==> src/common/fmwg_pkg.sv <==
package fmwg_pkg;

    // ---------------------------------------------------------------
    // peripheral register offsets
    // ---------------------------------------------------------------
    localparam logic [15:0] CMD_ADDR = 16'hFFC0;
    localparam logic [15:0] STAT_ADDR = 16'hFFC2;
    localparam logic [15:0] MODE_ADDR = 16'hFFC4;

    // ---------------------------------------------------------------
    // values and fields
    // ---------------------------------------------------------------
    localparam logic [7:0] UNLOCK_KEY = 8'hA5;
    localparam logic [7:0] STAT_RESET = 8'h00;
    localparam logic [7:0] MODE_RST_USER = 8'h08;
    localparam logic [7:0] MODE_RST_BOARD = 8'h0C;
    localparam int ERR_BIT = 0;
    localparam int SPM_LO_BIT = 0;
    localparam int SPM_HI_BIT = 1;
    localparam int PIN_BIT = 2;
    localparam int WED_BIT = 3;
    localparam logic [7:0] MODE_WR_MASK = 8'h0B;

    // ---------------------------------------------------------------
    // self-programming modes and boot area
    // ---------------------------------------------------------------
    localparam logic [1:0] SPM_NORMAL = 2'h0;
    localparam logic [1:0] SPM_A1 = 2'h1;
    localparam logic [1:0] SPM_BAD = 2'h2;
    localparam logic [1:0] SPM_A2 = 2'h3;
    localparam int CLUSTER_BIT = 12;

    typedef enum logic [1:0] {
        SEQ_IDLE,
        SEQ_KEY,
        SEQ_VAL,
        SEQ_INV
    } fmwg_seq_type;

endpackage

==> src/rtl/fmwg_boot_map.sv <==
`timescale 1ns/1ns
// swaps boot cluster 0 and 1 when the swap latch is set
module fmwg_boot_map #(
    parameter int AW = 16
) (
    // address
    input wire logic [AW-1:0] addr_i,
    input wire logic swap_i,
    output logic [AW-1:0] addr_o
);
    wire logic in_boot;
    assign in_boot = (addr_i[AW-1:fmwg_pkg::CLUSTER_BIT+1] == '0);
    always_comb
    begin
        addr_o = addr_i;
        if (swap_i && in_boot)
        begin
            addr_o[fmwg_pkg::CLUSTER_BIT] = ~addr_i[fmwg_pkg::CLUSTER_BIT];
        end
    end
endmodule

==> src/rtl/fmwg_top.sv <==
`timescale 1ns/1ns
// Contract
// mode register changes only on fourth store of A5H, value, inverse, value.
// second and third stores never change the mode register.
// software repeats the whole sequence for every change.
// broken sequence leaves mode register unwritten and sets error flag bit 0.
// command write not preceded by key write to command sets error.
// store to other register right after steps one to three sets error.
// third store not exact inverse of second sets error.
// fourth store not equal to second sets error and skips update.
// error flag is sticky; software clears by writing 0, hardware only sets.
// reset clears status to 00H; upper seven bits read zero.
// command register is write only and not initialised.
// software writes command register byte-wide only.
// status register accepts bit and byte accesses.
// software keeps write disable at 0 until write or erase completes.
// software keeps write disable at 1 in normal mode.
// software changes mode bits only while executing from RAM.
// flash address from CPU when mode hi is 0, firmware when 1.
// on-board mode ignores both self-programming mode bits.
// boot swap exchanges 4 KB boot clusters 0 and 1.
// boot swap takes effect at next reset after boot flag set.
// write or erase enabled only with disable 0 and pin level 1.
// mode codes: 00 normal, 01 A1, 11 A2, 10 prohibited.
// reset value 08H user, 0CH on-board; pin level bit read only.
// checker keeps second value and returns idle after end or error.
// unrelated stores while idle affect neither sequence nor flag.
module fmwg_top #(
    parameter int AW = 16
) (
    // clock and reset
    input wire logic clk_sys_i,
    input wire logic rstn_i,
    // peripheral store and load port
    input wire logic wr_i,
    input wire logic rd_i,
    input wire logic [15:0] addr_i,
    input wire logic [7:0] wdata_i,
    input wire logic [7:0] bit_mask_i,
    output logic [7:0] rdata_o,
    // pins and straps
    input wire logic flash_mode_pin_i,
    input wire logic onboard_mode_i,
    input wire logic boot_flag_i,
    // flash control
    input wire logic [AW-1:0] cpu_addr_i,
    input wire logic [AW-1:0] fw_addr_i,
    output logic [AW-1:0] flash_addr_o,
    output logic write_erase_en_o,
    output logic [1:0] self_prog_mode_o,
    output logic boot_swap_o
);

    // ---------------------------------------------------------------
    // pin synchronisers and reset-time capture
    // ---------------------------------------------------------------
    logic pin_meta_r, pin_r, board_meta_r, board_r, flag_meta_r, flag_r;
    logic start_r, swap_r;
    // no reset here: the straps must already be through both flops at the first edge after release
    always_ff @(posedge clk_sys_i)
    begin
        pin_meta_r <= flash_mode_pin_i;
        pin_r <= pin_meta_r;
        board_meta_r <= onboard_mode_i;
        board_r <= board_meta_r;
        flag_meta_r <= boot_flag_i;
        flag_r <= flag_meta_r;
    end

    // ---------------------------------------------------------------
    // store decode
    // ---------------------------------------------------------------
    wire logic wr_cmd = wr_i && (addr_i == fmwg_pkg::CMD_ADDR);
    wire logic wr_stat = wr_i && (addr_i == fmwg_pkg::STAT_ADDR);
    wire logic wr_mode = wr_i && (addr_i == fmwg_pkg::MODE_ADDR);
    wire logic wr_key = wr_cmd && (wdata_i == fmwg_pkg::UNLOCK_KEY);

    // ---------------------------------------------------------------
    // unlock sequence checker
    // ---------------------------------------------------------------
    fmwg_pkg::fmwg_seq_type seq_r, seq_nxt;
    logic [7:0] val_r, val_nxt;
    logic last_key_r;
    logic [7:0] mode_r, mode_nxt;
    logic err_r, err_nxt;
    logic seq_err, mode_load;
    logic [7:0] mode_wval;

    // a bit store writes only the lanes in bit_mask_i, the rest keep their value
    assign mode_wval = (wdata_i & bit_mask_i) | (mode_r & ~bit_mask_i);

    always_comb
    begin
        seq_nxt = seq_r;
        val_nxt = val_r;
        seq_err = 1'b0;
        mode_load = 1'b0;
        if (wr_cmd && !wr_key && !last_key_r)
        begin
            seq_err = 1'b1;
        end
        case (seq_r)
            fmwg_pkg::SEQ_IDLE:
            begin
                if (wr_mode)
                begin
                    seq_err = 1'b1;
                end
                // stores to registers other than mode, command or status leave checker and flag alone
                if (wr_key && !seq_err)
                begin
                    seq_nxt = fmwg_pkg::SEQ_KEY;
                end
            end
            fmwg_pkg::SEQ_KEY:
            begin
                if (wr_i)
                begin
                    if (wr_mode)
                    begin
                        val_nxt = mode_wval;
                        seq_nxt = fmwg_pkg::SEQ_VAL;
                    end
                    else
                    begin
                        seq_err = 1'b1;
                    end
                end
            end
            fmwg_pkg::SEQ_VAL:
            begin
                if (wr_i)
                begin
                    if (wr_mode && (mode_wval == ~val_r))
                    begin
                        seq_nxt = fmwg_pkg::SEQ_INV;
                    end
                    else
                    begin
                        seq_err = 1'b1;
                    end
                end
            end
            fmwg_pkg::SEQ_INV:
            begin
                if (wr_i)
                begin
                    if (wr_mode && (mode_wval == val_r))
                    begin
                        mode_load = 1'b1;
                    end
                    else
                    begin
                        seq_err = 1'b1;
                    end
                    seq_nxt = fmwg_pkg::SEQ_IDLE;
                end
            end
            default:
            begin
                seq_nxt = fmwg_pkg::SEQ_IDLE;
            end
        endcase
        if (seq_err)
        begin
            seq_nxt = fmwg_pkg::SEQ_IDLE;
        end
    end

    // ---------------------------------------------------------------
    // mode register and error flag next values
    // ---------------------------------------------------------------
    always_comb
    begin
        mode_nxt = mode_r;
        if (mode_load)
        begin
            mode_nxt = val_r & fmwg_pkg::MODE_WR_MASK;
        end
        mode_nxt[fmwg_pkg::PIN_BIT] = pin_r;
        err_nxt = err_r;
        if (wr_stat && bit_mask_i[fmwg_pkg::ERR_BIT] && !wdata_i[fmwg_pkg::ERR_BIT])
        begin
            err_nxt = 1'b0;
        end
        if (seq_err)
        begin
            err_nxt = 1'b1;
        end
    end

    // ---------------------------------------------------------------
    // state registers
    // ---------------------------------------------------------------
    // the command register itself is never stored: only whether the last store was the key matters
    always_ff @(posedge clk_sys_i or negedge rstn_i)
    begin
        if (!rstn_i)
        begin
            seq_r <= fmwg_pkg::SEQ_IDLE;
            val_r <= fmwg_pkg::STAT_RESET;
            last_key_r <= 1'b0;
            err_r <= 1'b0;
        end
        else
        begin
            seq_r <= seq_nxt;
            val_r <= val_nxt;
            err_r <= err_nxt;
            if (wr_i)
            begin
                last_key_r <= wr_key;
            end
        end
    end

    // reset value depends on a strap, so it is loaded on the first edge after release
    always_ff @(posedge clk_sys_i or negedge rstn_i)
    begin
        if (!rstn_i)
        begin
            start_r <= 1'b1;
            mode_r <= fmwg_pkg::MODE_RST_USER;
            swap_r <= 1'b0;
        end
        else if (start_r)
        begin
            start_r <= 1'b0;
            mode_r <= board_r ? fmwg_pkg::MODE_RST_BOARD : fmwg_pkg::MODE_RST_USER;
            swap_r <= flag_r;
        end
        else
        begin
            mode_r <= mode_nxt;
        end
    end

    // ---------------------------------------------------------------
    // read port and flash controls
    // ---------------------------------------------------------------
    wire logic [1:0] spm = board_r ? fmwg_pkg::SPM_NORMAL
                                   : mode_r[fmwg_pkg::SPM_HI_BIT:fmwg_pkg::SPM_LO_BIT];
    wire logic we_en = !mode_r[fmwg_pkg::WED_BIT] && pin_r;
    wire logic [AW-1:0] src_addr = spm[1] ? fw_addr_i : cpu_addr_i;
    logic [AW-1:0] map_addr;
    wire logic [7:0] stat_val = {7'h00, err_r};
    wire logic [7:0] rd_val = (addr_i == fmwg_pkg::STAT_ADDR) ? stat_val
                            : (addr_i == fmwg_pkg::MODE_ADDR) ? mode_r : 8'h00;

    fmwg_boot_map #(
        .AW(AW)
    ) u_map (
        .addr_i(src_addr),
        .swap_i(swap_r),
        .addr_o(map_addr)
    );

    always_ff @(posedge clk_sys_i or negedge rstn_i)
    begin
        if (!rstn_i)
        begin
            rdata_o <= 8'h00;
            flash_addr_o <= '0;
            write_erase_en_o <= 1'b0;
            self_prog_mode_o <= fmwg_pkg::SPM_NORMAL;
            boot_swap_o <= 1'b0;
        end
        else
        begin
            rdata_o <= rd_i ? rd_val : 8'h00;
            flash_addr_o <= map_addr;
            write_erase_en_o <= we_en;
            self_prog_mode_o <= spm;
            boot_swap_o <= swap_r;
        end
    end
endmodule

==> config.mk <==
export PLATFORM = sky130hd
export DESIGN_NAME = fmwg_top
export DESIGN_NICKNAME = d
export VERILOG_FILES = /design/src/common/fmwg_pkg.sv /design/src/rtl/fmwg_boot_map.sv /design/src/rtl/fmwg_top.sv
export SDC_FILE = /design/constraint.sdc
export NUM_CORES = 1
export LEC_CHECK = 0
export BUFFER_PORTS_ARGS = -buffer_cell sky130_fd_sc_hd__buf_2
export CAP_MARGIN = 20
export CORE_MARGIN = 1
export CORE_UTILIZATION = 43
export DETAILED_ROUTE_END_ITERATION = 7
export MAX_ROUTING_LAYER = met4
export PLACE_DENSITY = 0.82
export SLEW_MARGIN = 15
export SYNTH_ARGS = -nofsm -noshare
export SYNTH_HDL_FRONTEND = slang
export SYNTH_HIERARCHICAL = 1
export SYNTH_SLANG_ARGS = --single-unit
==> constraint.sdc <==
create_clock -name clk_sys_i -period 1.93 [get_ports clk_sys_i]
set_clock_uncertainty 0.1 [all_clocks]
set_input_delay 0.386 -clock clk_sys_i [delete_from_list [all_inputs] [get_ports clk_sys_i]]
set_output_delay 0.386 -clock clk_sys_i [all_outputs]
set_load 0.05 [all_outputs]
==> Flow_metrics.wiki <==
{| class="wikitable"
! Metric !! Value
|-
| # IOs || 99
|-
| Buffer and inverter count on the worst path || 0
|-
| Critical Path, Cell by Cell || mux2i_2 > xnor2_2 > or4_4 > nor3_4 > nand2b_4 > a31oi_4 > a211oi_2
|-
| Master cell of the clock root buffer || sky130_fd_sc_hd__clkbuf_8
|-
| Finished Cell Area || 0.003282 mm²
|-
| Final Non-Filler Cells || 380
|-
| Drt total wl || 5341 µm
|-
| Chip Height || between 70 and 80 µm
|-
| GRT Util Overall || 20.37%
|-
| Max-slew violation count || 0
|-
| Async S/R FF share, synth || 87.76%
|-
| Library cell contributing the largest single delay on the critical path || sky130_fd_sc_hd__or4_4
|-
| Count of flip-flops with a built-in enable after synthesis || 0
|-
| Delay of the slowest cell on the worst path || ~0.54 ns
|-
| Fraction of layout instances using a drive strength above 1 || 60.97%
|-
| Area of placed instances || 0.002947 mm²
|-
| Initial antenna violation count || 0
|-
| Vias after detailed routing || 1,837
|-
| Final period utilization || 109.1%
|-
| Time the worst path needs with I/O delays and setup || 2.107 ns
|-
| Net Switching || 0.7419 mW
|-
| Worst hold path type || in2async
|-
| DP Wirelength || approximately 3800 µm
|-
| Placement row count || 26
|-
| Family with the most delay on the worst path || simple AND/OR/NAND/NOR gates
|-
| H-tree depth || 2
|-
| Cell area after synthesis || 0.002327 mm²
|-
| DRC violation total after the first TritonRoute iteration || 110
|-
| Setup repair after global routing missed its margin || true
|-
| Clock buffer count from CTS || 5
|-
| Die area || about 0.0057 mm²
|-
| Proportion of synthesized chip area in sequential cells || 51.51%
|-
| Startpoint kind of the worst setup timing path || flip-flop
|-
| Fill cell total of the finished layout || 392
|-
| Failing checks || setup timing
|-
| Static leakage || around 1.6 nW
|-
| Internal power summed over all cells || 1.903 mW
|-
| Final GP Congestion || 0.8139
|-
| Maximum vdd ir drop || ~650 µV
|-
| Number of buffer cells added on primary ports || 98
|-
| Remaining max-slew budget at the tightest pin || a little under two thirds
|-
| Cells after Synth || 194
|-
| Core outline area || 0.005172 mm²
|-
| FMAX || around 470 MHz
|-
| Data arrival, critical path || about 2.2 ns
|-
| Tightest Pin Transition || approximately 0.55 ns
|-
| Prevailing post-synth register cell || sky130_fd_sc_hd__dfrtp_1
|-
| Die width || between 70 and 80 µm
|-
| Syn-to-layout area delta || 41.02%
|-
| Routed Antenna Nets || 0
|-
| Final #Nets || 385
|-
| Result of the run || finished with violations
|-
| Total negative slack || -1.244 ns
|-
| Number of maximum-capacitance violations || 0
|-
| DRC || 0
|-
| Number of sinks handled by clock tree synthesis || 49
|-
| Share of total power in the clock network || 31.9%
|-
| Switching portion of total power || 28.05%
|-
| Clock latency of the later-clocked register in the worst-skew pair || 0.30 ns
|-
| Cell variety after synth || 44
|-
| Average cell area after synthesis || 12.00 µm²
|-
| Placed cells || 364
|-
| Required time worst endpoint || around 2.1 ns
|-
| Overflow left after global routing || 0
|-
| Wire length of the first global-routing pass || ~8200 µm
|-
| N_diodes || 0
|-
| Largest fanout of any net on the critical path || 3
|-
| Setup slack after layout || -0.1765 ns
|-
| Total of flip-flops plus latches after synthesis || between 40 and 50
|-
| Maximum root-to-sink buffer count || 2
|-
| Initial core utilization || 44.99%
|-
| Vias in the first global route || 1,802
|-
| Worst Setup End Kind || flip-flop
|-
| Ratio of routed vias to standard cells || 4.834
|-
| Clock tree from TritonCTS || built
|-
| Clk pin slew, worst setup/hold paths || 0.09 ns
|-
| Combinational share of power || 26.4%
|-
| Final hold violation count || 0
|-
| DR WL/cell || roughly 14 µm
|-
| Power per standard cell area || ~800 mW/mm²
|-
| Cts hold-fix bufs || 0
|-
| Pin count of the biggest net entering global routing || 44
|-
| YS warnings || 6
|-
| Number of detailed-routing iterations run before antenna repair || 4
|-
| Crit Path Class || reg2reg
|-
| Final setup violation count || 10
|-
| Sequential Power Share || between 40% and 50%
|}
## synth_stat cells, drive strengths merged (3+ instances only)
cell   count  area (µm²)
nor2b      7       43.79
ha         5       62.56
nand2     14       52.55
inv        4       15.01
dfrtp     41        1026
dfxtp      6       120.1
nand4      5       31.28
buf       20       143.9
xnor2      4       35.03
mux2      18       202.7
o21ai      7       35.03
a21oi      5       25.02
nor2      12       47.55
and2       3       18.77
xor2       5       43.79
mux2i      8       80.08
## area by class of cell
class                   instances  area, µm²  area share, %
repair buffers                128      733.2          22.34
well taps                      70      87.58          2.669
clock inverters                 3      65.06          1.982
clock buffers                   5      68.82          2.097
inverters                       4      15.01         0.4575
multi-input cells             121       1114          33.93
flip-flops and latches         49       1199          36.52
## power by group through the flow
stage	clock network [mW]	logic (mW)	registers (mW)
4_1_cts	0.862	0.685	1.11
3_5_place_dp	0	0.649	1.13
6_report	0.844	0.697	1.10
3_3_place_gp	0	0.634	1.12
2_1_floorplan	0	0.391	1.19
5_1_grt	0.912	0.754	1.11
## layout by cell type, fill, tap and decap left out, types with 2 or more instances in the layout
| cell | count |
|---|---|
| sky130_fd_sc_hd__bufinv_16 | 2 |
| sky130_fd_sc_hd__mux2i_2 | 2 |
| sky130_fd_sc_hd__o21ai_1 | 3 |
| sky130_fd_sc_hd__buf_4 | 27 |
| sky130_fd_sc_hd__dfrtp_1 | 41 |
| sky130_fd_sc_hd__dfstp_2 | 2 |
| sky130_fd_sc_hd__a21oi_1 | 4 |
| sky130_fd_sc_hd__and2_1 | 3 |
| sky130_fd_sc_hd__nand2_2 | 4 |
| sky130_fd_sc_hd__xnor2_1 | 2 |
| sky130_fd_sc_hd__inv_1 | 4 |
| sky130_fd_sc_hd__or4_4 | 2 |
| sky130_fd_sc_hd__nor2b_1 | 6 |
| sky130_fd_sc_hd__buf_2 | 97 |
| sky130_fd_sc_hd__nor2_1 | 10 |
| sky130_fd_sc_hd__dfxtp_1 | 6 |
| sky130_fd_sc_hd__xnor2_2 | 2 |
| sky130_fd_sc_hd__conb_1 | 2 |
| sky130_fd_sc_hd__xor2_1 | 5 |
| sky130_fd_sc_hd__clkbuf_8 | 5 |
| sky130_fd_sc_hd__a21o_1 | 2 |
| sky130_fd_sc_hd__o21ai_0 | 2 |
| sky130_fd_sc_hd__mux2i_1 | 5 |
| sky130_fd_sc_hd__nand2_1 | 9 |
| sky130_fd_sc_hd__mux2_2 | 18 |
| sky130_fd_sc_hd__o21ai_2 | 2 |
| sky130_fd_sc_hd__nand4_1 | 5 |
| sky130_fd_sc_hd__nor4bb_1 | 2 |
| sky130_fd_sc_hd__buf_6 | 4 |
| sky130_fd_sc_hd__ha_1 | 5 |
## final timing paths
check | from | to | slack, ns | cells past startpoint
min in group clk_sys_i | boot_flag_i | flag_meta_r | 0.09 | 1
hold reg to reg | flag_meta_r | flag_r | 0.24 | 0
hold / removal | rstn_i | flash_addr_o[13] | 0.05 | 2
setup / recovery | mode_r[0] | seq_r[0] | -0.18 | 7
setup reg to reg | mode_r[0] | seq_r[0] | -0.18 | 7
max in group asynchronous | rstn_i | mode_r[3] | 1.29 | 2
## metal layers
| layer | up-vias | part of all wire [%] | track usage [%] |
|---|---|---|---|
| met1 | 860 | 40 | 23.24 |
| li1 | 877 | - | - |
| met2 | 86 | 53 | 35.02 |
| met5 | - | 0 | - |
| met4 | 0 | 2.3 | 8.230 |
| met3 | 14 | 5.2 | 4.233 |
## timing repair
action	in CTS	in global routing
cloned	0	0
endpoints found under the setup margin	10	14
pin swaps	7	7
buffers inserted	6	2
gates resized for setup	9	19
## cell families (layout without fill, tap and decap cells)
group	Yosys count	in the layout	share of synthesized area, %
and+or+nand+nor	59	59	16.77
DFF	49	49	51.51
xor gates and xnor gates	9	9	3.387
buffers and inverters	25	140	6.989
adders and majority gates	5	5	2.688
other	1	2	0.1611
AOI/OAI and AO/OA	20	20	6.344
muxes	26	26	12.15
## metrics by stage
step           power (mW)  util (%)  hold slack, ns  worst slack [ns]
6_report            2.645     63.45         0.04554           -0.1765
5_1_grt             2.777     63.45         0.07088           -0.2643
2_1_floorplan       1.585         -       -0.009591           -0.2052
4_1_cts             2.652     61.49         0.06953           -0.2048
3_3_place_gp        1.756     56.97          0.2111           -0.4352
3_5_place_dp        1.774     56.97          0.2184           -0.5415
## sequential cells by signal, indices dropped and copies added, names as in the netlist
signal            flops
flash_addr_o         16
val_r                 8
rdata_o               5
mode_r                4
self_prog_mode_o      2
seq_r                 2
board_meta_r          1
board_r               1
boot_swap_o           1
err_r                 1
flag_meta_r           1
flag_r                1
last_key_r            1
pin_meta_r            1
pin_r                 1
start_r               1
swap_r                1
write_erase_en_o      1
(Power assumes the default switching activity.)
